**src/frpg_pkg.sv**
```systemverilog
// Overview of operation
// - A control bit picks auto-retry or permanent latch-off after a latched fault.
// - Retry: fault holds indicator low, timer runs, expiry releases it, dv/dt restart.
// - Fast-recover bit: short circuit turns off, restarts current-limited, no timer.
// - Power cycle or enable below shutdown clears fault, indicator and retry timer.
// - With a fault latched, enable dipping only below lockout is ignored.
// - Second general pin defaults to fault indication, reassignable by pin config.
// - Primary decides faults; secondary pulls sync low and latches off if missed.
// - Secondary latch-off restarts only after supply or enable shutdown cycling.
// - Power good is active high, set only in steady state, low during inrush except a fast-recovery restart.
// - After power-up power good starts low during inrush.
// - Full gate overdrive raises power good after the assert de-glitch delay.
// - Extra-delay bit lengthens the power good assert delay.
// - Power good drops on low output voltage or any fault except a fast-recovered short.
// - Power good output threshold is set by its own register.
// - Power good deassertion waits out its own de-glitch time.
// - First general pin defaults to power good, reassignable by pin config.
// - Primary only: external sync-low fault outside undervoltage or overvoltage latches, drives fault low.
package frpg_pkg;
  localparam int CLK_MHZ = 10;
  localparam int PGA_US = 100;
  localparam int PGA_CYC = PGA_US * CLK_MHZ;
  localparam int PGX_US = 400;
  localparam int PGX_CYC = PGX_US * CLK_MHZ;
  localparam int PGD_US = 20;
  localparam int PGD_CYC = PGD_US * CLK_MHZ;
  localparam int RETRY_US = 1000;
  localparam int RETRY_CYC = RETRY_US * CLK_MHZ;
  localparam int SETTLE_CYC = 4;
  localparam int DW = 32;
  localparam int AW = 8;
  localparam int CW = 13;
  localparam int SW = 3;

  localparam logic [AW-1:0] A_CTRL = 8'h00;
  localparam logic [AW-1:0] A_PIN = 8'h04;
  localparam logic [AW-1:0] A_THR = 8'h08;
  localparam logic [AW-1:0] A_STAT = 8'h0c;
  localparam logic [AW-1:0] A_IST = 8'h10;
  localparam logic [AW-1:0] A_ICLR = 8'h14;
  localparam logic [AW-1:0] A_IEN = 8'h18;

  localparam logic [3:0] CTRL_RST = 4'h1;
  localparam logic [5:0] PIN_RST = 6'h04;
  localparam logic [7:0] THR_RST = 8'h80;

  localparam logic [1:0] FN_GOOD = 2'h0;
  localparam logic [1:0] FN_FAULT = 2'h1;
  localparam logic [1:0] FN_LEVEL = 2'h2;
  localparam logic [1:0] FN_OFF = 2'h3;

  localparam int EV_W = 5;
  localparam int EV_FAULT = 0;
  localparam int EV_RETRY = 1;
  localparam int EV_SCREC = 2;
  localparam int EV_RISE = 3;
  localparam int EV_FALL = 4;

  typedef enum logic [2:0] {
    ST_OFF, ST_START, ST_ON, ST_RETRY, ST_LATCHED
  } frpg_state_t;

  typedef struct packed {
    logic secondary;
    logic good_assert_extra_delay;
    logic short_circuit_fast_recover;
    logic retry_mode;
  } frpg_cfg_t;

  typedef struct packed {
    logic lvl2;
    logic lvl1;
    logic [1:0] fn2;
    logic [1:0] fn1;
  } frpg_pin_t;

  typedef struct packed {
    logic overtemp;
    logic breaker;
    logic short_circuit;
    logic other_fault;
    logic en_above_uvlo;
    logic en_above_shutdown;
    logic supply_ok;
    logic overvoltage;
    logic gate_full;
    logic vout_good;
  } frpg_sense_t;
endpackage : frpg_pkg

```
**src/frpg_top.sv**
```systemverilog
// Strobed register access and the address map are this design's own decisions.
`timescale 1ns/1ps

module frpg_sync #(
  parameter int W = 1
) (
  input wire logic clk,
  input wire logic rstn,
  input wire logic [W-1:0] d,
  output logic [W-1:0] q
);
  logic [W-1:0] meta;

  always_ff @(posedge clk)
  begin
    if (!rstn)
    begin
      meta <= '0;
      q <= '0;
    end
    else
    begin
      meta <= d;
      q <= meta;
    end
  end
endmodule : frpg_sync

module frpg_top #(
  parameter int RETRY_CYCLES = frpg_pkg::RETRY_CYC
) (
  // Clock and reset
  input wire logic clk,
  input wire logic rstn,
  // Comparator and lockout sense
  input wire frpg_pkg::frpg_sense_t sense_raw,
  // Register port
  input wire logic [frpg_pkg::AW-1:0] reg_addr,
  input wire logic [frpg_pkg::DW-1:0] reg_wdata,
  input wire logic reg_we,
  input wire logic reg_re,
  output logic [frpg_pkg::DW-1:0] reg_rdata,
  // Gate driver
  output logic gate_on,
  output logic start_current_limited,
  output logic [7:0] output_good_threshold,
  // Open-drain pins
  input wire logic gpio1_in,
  output logic gpio1_out,
  output logic gpio1_oe_n,
  input wire logic gpio2_in,
  output logic gpio2_out,
  output logic gpio2_oe_n,
  input wire logic switch_sync_line_in,
  output logic switch_sync_line_out,
  output logic switch_sync_line_oe_n,
  // Interrupt
  output logic irq
);
  localparam int RW = $clog2(RETRY_CYCLES + 1);
  localparam int IW = $bits(frpg_pkg::frpg_sense_t) + 3;

  frpg_pkg::frpg_sense_t sense;
  logic gpio1_s;
  logic gpio2_s;
  logic sync_s;
  frpg_pkg::frpg_state_t state_reg;
  frpg_pkg::frpg_cfg_t cfg_reg;
  frpg_pkg::frpg_pin_t pin_reg;
  logic [7:0] thr_reg;
  logic fault_reg;
  logic limited_reg;
  logic screc_reg;
  logic failsafe_reg;
  logic [RW-1:0] retry_cnt_reg;
  logic [1:0] settle_reg;
  logic [frpg_pkg::CW-1:0] pga_cnt_reg;
  logic [frpg_pkg::CW-1:0] pgd_cnt_reg;
  logic [frpg_pkg::CW-1:0] pga_target;
  logic good_reg;
  logic [frpg_pkg::EV_W-1:0] ist_reg;
  logic [frpg_pkg::EV_W-1:0] ist_next;
  logic [frpg_pkg::EV_W-1:0] ien_reg;
  logic [frpg_pkg::EV_W-1:0] events;

  frpg_sync #(
    .W(IW)
  ) u_sync (
    .clk(clk),
    .rstn(rstn),
    .d({sense_raw, gpio1_in, gpio2_in, switch_sync_line_in}),
    .q({sense, gpio1_s, gpio2_s, sync_s})
  );

  logic running;
  logic clear_all;
  logic uv_or_ov;
  logic settled;
  logic sync_low;
  logic ext_fault;
  logic sc_fast;
  logic local_fault;
  logic failsafe;
  logic latch_event;
  logic retry_done;
  logic good_cond;

  always_comb
  begin
    running = (state_reg == frpg_pkg::ST_START)
      || (state_reg == frpg_pkg::ST_ON);
    // Losing supply counts as a power cycle
    clear_all = !sense.en_above_shutdown || !sense.supply_ok;
    uv_or_ov = !sense.supply_ok || sense.overvoltage;
    // Our own pull-down needs time to clear through the synchroniser
    settled = (settle_reg == 2'(frpg_pkg::SETTLE_CYC - 1));
    sync_low = running && settled && !sync_s;
    ext_fault = sync_low && !cfg_reg.secondary && !uv_or_ov;
    sc_fast = running && sense.short_circuit
      && cfg_reg.short_circuit_fast_recover;
    local_fault = sense.overtemp || sense.breaker || sense.other_fault
      || (sense.short_circuit && !cfg_reg.short_circuit_fast_recover);
    // Sync still high means the primary has not reacted
    failsafe = running && cfg_reg.secondary && local_fault && sync_s;
    latch_event = running && (local_fault || ext_fault);
    retry_done = (state_reg == frpg_pkg::ST_RETRY)
      && (retry_cnt_reg == RW'(RETRY_CYCLES - 1));
  end

  always_ff @(posedge clk)
  begin
    if (!rstn || !running)
      settle_reg <= '0;
    else if (!settled)
      settle_reg <= settle_reg + 2'h1;
  end

  always_ff @(posedge clk)
  begin
    if (!rstn)
    begin
      state_reg <= frpg_pkg::ST_OFF;
      fault_reg <= 1'b0;
      limited_reg <= 1'b0;
      screc_reg <= 1'b0;
      failsafe_reg <= 1'b0;
    end
    else if (clear_all)
    begin
      state_reg <= frpg_pkg::ST_OFF;
      fault_reg <= 1'b0;
      limited_reg <= 1'b0;
      screc_reg <= 1'b0;
      failsafe_reg <= 1'b0;
    end
    else
    begin
      unique case (state_reg)
        frpg_pkg::ST_OFF:
        begin
          if (sense.en_above_uvlo && !sense.overvoltage)
          begin
            state_reg <= frpg_pkg::ST_START;
            limited_reg <= screc_reg;
          end
        end
        frpg_pkg::ST_START, frpg_pkg::ST_ON:
        begin
          if (latch_event)
          begin
            fault_reg <= 1'b1;
            screc_reg <= 1'b0;
            limited_reg <= 1'b0;
            failsafe_reg <= failsafe;
            if (cfg_reg.retry_mode && !failsafe)
              state_reg <= frpg_pkg::ST_RETRY;
            else
              state_reg <= frpg_pkg::ST_LATCHED;
          end
          else if (sc_fast)
          begin
            // Drop the gate for a cycle; the OFF state restarts it limited
            state_reg <= frpg_pkg::ST_OFF;
            limited_reg <= 1'b1;
            screc_reg <= 1'b1;
          end
          else if (!sense.en_above_uvlo || sense.overvoltage || sync_low)
          begin
            state_reg <= frpg_pkg::ST_OFF;
            screc_reg <= 1'b0;
          end
          else if (state_reg == frpg_pkg::ST_START && sense.gate_full)
          begin
            state_reg <= frpg_pkg::ST_ON;
            screc_reg <= 1'b0;
            limited_reg <= 1'b0;
          end
        end
        frpg_pkg::ST_RETRY:
        begin
          // Lockout dips are ignored while a fault is held
          if (retry_done)
          begin
            state_reg <= frpg_pkg::ST_OFF;
            fault_reg <= 1'b0;
          end
        end
        frpg_pkg::ST_LATCHED:
        begin
          state_reg <= frpg_pkg::ST_LATCHED;
        end
        default:
        begin
          state_reg <= frpg_pkg::ST_OFF;
        end
      endcase
    end
  end

  always_ff @(posedge clk)
  begin
    if (!rstn || clear_all || state_reg != frpg_pkg::ST_RETRY)
      retry_cnt_reg <= '0;
    else if (!retry_done)
      retry_cnt_reg <= retry_cnt_reg + RW'(1);
  end

  always_comb
  begin
    // A fast-recovery restart keeps power good while the output holds
    good_cond = sense.vout_good && ((state_reg == frpg_pkg::ST_ON
      && sense.gate_full) || (good_reg && screc_reg));
    if (cfg_reg.good_assert_extra_delay)
      pga_target = frpg_pkg::CW'(frpg_pkg::PGX_CYC - 1);
    else
      pga_target = frpg_pkg::CW'(frpg_pkg::PGA_CYC - 1);
  end

  always_ff @(posedge clk)
  begin
    if (!rstn || !good_cond || good_reg)
      pga_cnt_reg <= '0;
    else
      pga_cnt_reg <= pga_cnt_reg + frpg_pkg::CW'(1);
  end

  always_ff @(posedge clk)
  begin
    if (!rstn || good_cond || !good_reg)
      pgd_cnt_reg <= '0;
    else
      pgd_cnt_reg <= pgd_cnt_reg + frpg_pkg::CW'(1);
  end

  always_ff @(posedge clk)
  begin
    if (!rstn)
      good_reg <= 1'b0;
    else if (good_cond && !good_reg && pga_cnt_reg == pga_target)
      good_reg <= 1'b1;
    else if (!good_cond && good_reg
      && pgd_cnt_reg == frpg_pkg::CW'(frpg_pkg::PGD_CYC - 1))
      good_reg <= 1'b0;
  end

  always_ff @(posedge clk)
  begin
    if (!rstn)
    begin
      cfg_reg <= frpg_pkg::CTRL_RST;
      pin_reg <= frpg_pkg::PIN_RST;
      thr_reg <= frpg_pkg::THR_RST;
      ien_reg <= '0;
    end
    else if (reg_we)
    begin
      if (reg_addr == frpg_pkg::A_CTRL)
        cfg_reg <= reg_wdata[$bits(frpg_pkg::frpg_cfg_t)-1:0];
      if (reg_addr == frpg_pkg::A_PIN)
        pin_reg <= reg_wdata[$bits(frpg_pkg::frpg_pin_t)-1:0];
      if (reg_addr == frpg_pkg::A_THR)
        thr_reg <= reg_wdata[7:0];
      if (reg_addr == frpg_pkg::A_IEN)
        ien_reg <= reg_wdata[frpg_pkg::EV_W-1:0];
    end
  end

  always_comb
  begin
    events = '0;
    events[frpg_pkg::EV_FAULT] = running && !clear_all && latch_event;
    events[frpg_pkg::EV_RETRY] = !clear_all && retry_done;
    events[frpg_pkg::EV_SCREC] = !clear_all && !latch_event && sc_fast;
    events[frpg_pkg::EV_RISE] = good_cond && !good_reg
      && pga_cnt_reg == pga_target;
    events[frpg_pkg::EV_FALL] = !good_cond && good_reg
      && pgd_cnt_reg == frpg_pkg::CW'(frpg_pkg::PGD_CYC - 1);
    ist_next = ist_reg;
    if (reg_we && reg_addr == frpg_pkg::A_ICLR)
      ist_next = ist_next & ~reg_wdata[frpg_pkg::EV_W-1:0];
    // New events win over a clear in the same cycle
    ist_next = ist_next | events;
  end

  always_ff @(posedge clk)
  begin
    if (!rstn)
    begin
      ist_reg <= '0;
      irq <= 1'b0;
    end
    else
    begin
      ist_reg <= ist_next;
      irq <= |(ist_next & ien_reg);
    end
  end

  always_ff @(posedge clk)
  begin
    if (!rstn || !reg_re)
      reg_rdata <= '0;
    else
    begin
      unique case (reg_addr)
        frpg_pkg::A_CTRL: reg_rdata <= frpg_pkg::DW'(cfg_reg);
        frpg_pkg::A_PIN: reg_rdata <= frpg_pkg::DW'(pin_reg);
        frpg_pkg::A_THR: reg_rdata <= frpg_pkg::DW'(thr_reg);
        frpg_pkg::A_STAT:
          reg_rdata <= frpg_pkg::DW'({sync_s, gpio2_s, gpio1_s,
            failsafe_reg, screc_reg, limited_reg, good_reg, fault_reg,
            frpg_pkg::SW'(state_reg)});
        frpg_pkg::A_IST: reg_rdata <= frpg_pkg::DW'(ist_reg);
        frpg_pkg::A_IEN: reg_rdata <= frpg_pkg::DW'(ien_reg);
        default: reg_rdata <= '0;
      endcase
    end
  end

  function automatic logic pull_low(
    input logic [1:0] fn,
    input logic lvl,
    input logic good,
    input logic fault
  );
    logic pull;
    pull = 1'b0;
    unique case (fn)
      frpg_pkg::FN_GOOD: pull = !good;
      frpg_pkg::FN_FAULT: pull = fault;
      frpg_pkg::FN_LEVEL: pull = !lvl;
      frpg_pkg::FN_OFF: pull = 1'b0;
    endcase
    return pull;
  endfunction : pull_low

  always_ff @(posedge clk)
  begin
    if (!rstn)
    begin
      gpio1_oe_n <= 1'b0;
      gpio2_oe_n <= 1'b1;
      gpio1_out <= 1'b0;
      gpio2_out <= 1'b0;
    end
    else
    begin
      gpio1_oe_n <= !pull_low(pin_reg.fn1, pin_reg.lvl1, good_reg,
        fault_reg);
      gpio2_oe_n <= !pull_low(pin_reg.fn2, pin_reg.lvl2, good_reg,
        fault_reg);
      gpio1_out <= 1'b0;
      gpio2_out <= 1'b0;
    end
  end

  always_ff @(posedge clk)
  begin
    if (!rstn)
    begin
      gate_on <= 1'b0;
      start_current_limited <= 1'b0;
      output_good_threshold <= frpg_pkg::THR_RST;
      switch_sync_line_oe_n <= 1'b0;
      switch_sync_line_out <= 1'b0;
    end
    else
    begin
      gate_on <= running;
      start_current_limited <= limited_reg;
      output_good_threshold <= thr_reg;
      // Holding sync low keeps the whole chain off
      switch_sync_line_oe_n <= running;
      switch_sync_line_out <= 1'b0;
    end
  end
endmodule : frpg_top

```
**config.mk**
```make
export PLATFORM = sky130hd
export DESIGN_NAME = frpg_top
export DESIGN_NICKNAME = d
export VERILOG_FILES = /design/src/frpg_pkg.sv /design/src/frpg_top.sv
export SDC_FILE = /design/constraint.sdc
export NUM_CORES = 1
export LEC_CHECK = 0
export BUFFER_PORTS_ARGS = -buffer_cell sky130_fd_sc_hd__buf_2
export CAP_MARGIN = 20
export CORE_MARGIN = 3
export CORE_UTILIZATION = 45
export DETAILED_ROUTE_END_ITERATION = 10
export GPL_ROUTABILITY_DRIVEN = 1
export PLACE_DENSITY = 0.74
export SLEW_MARGIN = 15
export SYNTH_ARGS = -nofsm -noshare
export SYNTH_HDL_FRONTEND = slang
export SYNTH_HIERARCHICAL = 1
export SYNTH_SLANG_ARGS = --single-unit
```
**constraint.sdc**
```tcl
create_clock -name clk -period 2.1 [get_ports clk]
set_clock_uncertainty 0.05 [all_clocks]
set_input_delay 0.42 -clock clk [delete_from_list [all_inputs] [get_ports clk]]
set_output_delay 0.42 -clock clk [all_outputs]
set_load 0.03 [all_outputs]
```
==> flow_summary.yaml <==
worst_setup_path:
  ff2ff_path_depth: 5
  cp.arrival_ps: 2270
  r2r_start: "u_sync/q[11]"
  critPathLaunch: "u_sync/q[11]"
  worstPathRequired_ps: 2350
  startpoint_type: "register"
  crit_path_max_fanout: 2
  criticalPathCategory: "register to register"
  timing.rr.end: "irq"
  cp-end-kind: "register"
  ff2ff_setup_slack_ps: 80
  crit_end: "irq"
place:
  place_hpwl_mm: 8.637
  port_buffers: 57
  gp_congestion: 0.8761
  placed_cells: 794
global_routing:
  antenna_found_initial: 0
  grt_overflow: 0
  grt_pass1_vias: 4170
  grt_start_max_net_pins: 51
  grt_pass1_wl_mm: 19.69
  grt_use_total: 0.1865
synth:
  synth_seq_cells: 128
  synthDistinctLibCells: 61
  syn_inst: 582
  yosysSeqAreaShare: 0.4642
  synth_edf_count: 0
  synth_ff_type: "dfxtp_1"
  synth_warnings: 6
  avgSynthCellArea_um2: 9.485
  synth_area_um2: 5520
  asyncSetResetFlopFracSynth: 0
die:
  floorplan.die_area_um2: 13630
  die_x_um: 116.8
  die_h_um: 116.8
  start_util: 0.4714
  rows: 39
  coreArea_um2: 11710
  io_pins: 106
routing:
  initialDrtViolationCount: 292
  ant_nets: 0
  vias: 4229
  vias_per_cell: 5.126
  routed_wl_mm: 12.06
  wl_per_cell_um: 14.61
  drc: 0
  dr.pass1.iters: 4
hold_path:
  hold_depth: 2
  hold_path_class: "input pin to register"
clock_network:
  cts_resized: 0
  cts_setup_buffers: 0
  clock-sinks: 128
  hold_buffers: 0
  cts_buffers: 17
  path_clk_slew_ps: 60
  cts_tree: "done"
  htree_num_levels: 4
  clk_latency_ps: 410
  cts-root-buf: "clkbuf_16"
  clockBufferDepth: 2
status:
  status: "finished clean"
timing:
  slew_viol_final: 0
  finalHoldViolCount: 0
  relSlewSlack: 0.5976
  rsz0062_at_grt: "false"
  worst_slew_pin_slew_ps: 588.4
  fin_crit_ps: 2020
  fmax_ghz: 0.4952
  setup_violations: 0
  fin_crit_sh: 0.9617
  hold_ws_ps: 161.4
final_layout:
  fill_cells: 998
  areaGrowthSynthToFinish_pct: 21.31
  layout_commonest_cell: "dfxtp_1"
  drive_above_1_share: 0.2302
  antennaDiodeCount: 0
  fin_cells: 825
  largest_register_ffs: 14
  mostFrequentLayoutCells: "dfxtp_1, nor2_1, buf_2"
  fin_nets: 731
flow_run:
  maxCapViolCount: 0
power:
  peakVddDrop_mv: 0.5498
  p_leak_nw: 2.662
  power_per_cell_area_nw_per_um2: 865.4
-- per-layer routing --
layer,vias up,track usage,part of all wire
li1,2120,-,-
met1,1978,0.2161,0.43
met2,107,0.3204,0.50
met3,24,0.06010,0.048
met4,0,0.07110,0.022
met5,-,0,0
-- kinds of logic after synthesis --
logic type,share of synthesized area
other cells,0.0006793
buf+inv,0.05848
xor+xnor,0.05553
compound gates,0.08998
fa+ha+maj,0.009067
mux,0.06596
simple gates,0.2561
flops,0.4642
-- critical path, cell delays in order (launching register included) --
cell	delay, ps
dfxtp_1	290
or3_1	430
a21o_1	190
o2111a_1	250
a311o_1	290
o41a_1	400
-- metrics by stage --
stage	cell area (µm²)	total power, mW	utilization	setup TNS [ps]	worst slack [ps]
final	6696	5.795	0.5718	0	80.45
after global routing	6696	6.001	0.5718	0	8.130
after CTS	6688	5.854	0.5710	0	41.03
after detailed placement	6053	2.739	0.5169	-2872	-187.3
after global placement	6053	2.734	0.5169	-2198	-154.0
after floorplan	5607	2.694	-	0	6.043
-- how the worst min path moves through the flow --
| stage | startpoint | to | slack (ps) |
|---|---|---|---|
| final | sense_raw[0] | u_sync/meta[3] | 160 |
| after global routing | sense_raw[0] | u_sync/meta[3] | 150 |
| after CTS | sense_raw[0] | u_sync/meta[3] | 140 |
| after detailed placement | u_sync/q[2] | reg_rdata[8] | 370 |
| after global placement | u_sync/q[1] | reg_rdata[9] | 360 |
| after floorplan | u_sync/q[2] | reg_rdata[8] | 360 |
-- synthesized netlist by cell type (8+ instances only) --
master,number,share of area
a21oi_1,11,0.010
and2_1,23,0.026
and2_2,20,0.027
and3_1,11,0.012
buf_4,25,0.034
clkbuf_1,13,0.0088
dfxtp_1,128,0.46
inv_1,8,0.0054
mux2i_1,33,0.060
nand2_1,45,0.031
nand3_1,17,0.015
nor2_1,63,0.043
nor2b_1,28,0.032
nor4_1,8,0.0091
o21ai_0,11,0.010
xnor2_1,15,0.024
xor2_1,20,0.032
-- power by group --
part	internal [mW]	total [mW]	leakage [nW]	switching [mW]
sequential	2.45	2.46	1.04	0.00799
clock	2.05	3.11	0.298	1.06
combinational	0.0806	0.228	1.33	0.148
total	4.58	5.79	2.66	1.21
-- cell type report --
| class | instances | area, µm² | share of cell area |
|---|---|---|---|
| well taps | 143 | 178.9 | 0.02672 |
| flip-flops and latches | 128 | 2562 | 0.3827 |
| inverters | 8 | 30.03 | 0.004484 |
| repair buffers | 92 | 560.5 | 0.08371 |
| multi-input cells | 423 | 2730 | 0.4077 |
| clock inverters | 12 | 181.4 | 0.02709 |
| clock buffers | 19 | 452.9 | 0.06764 |
Power figures use the tool's default switching activity.
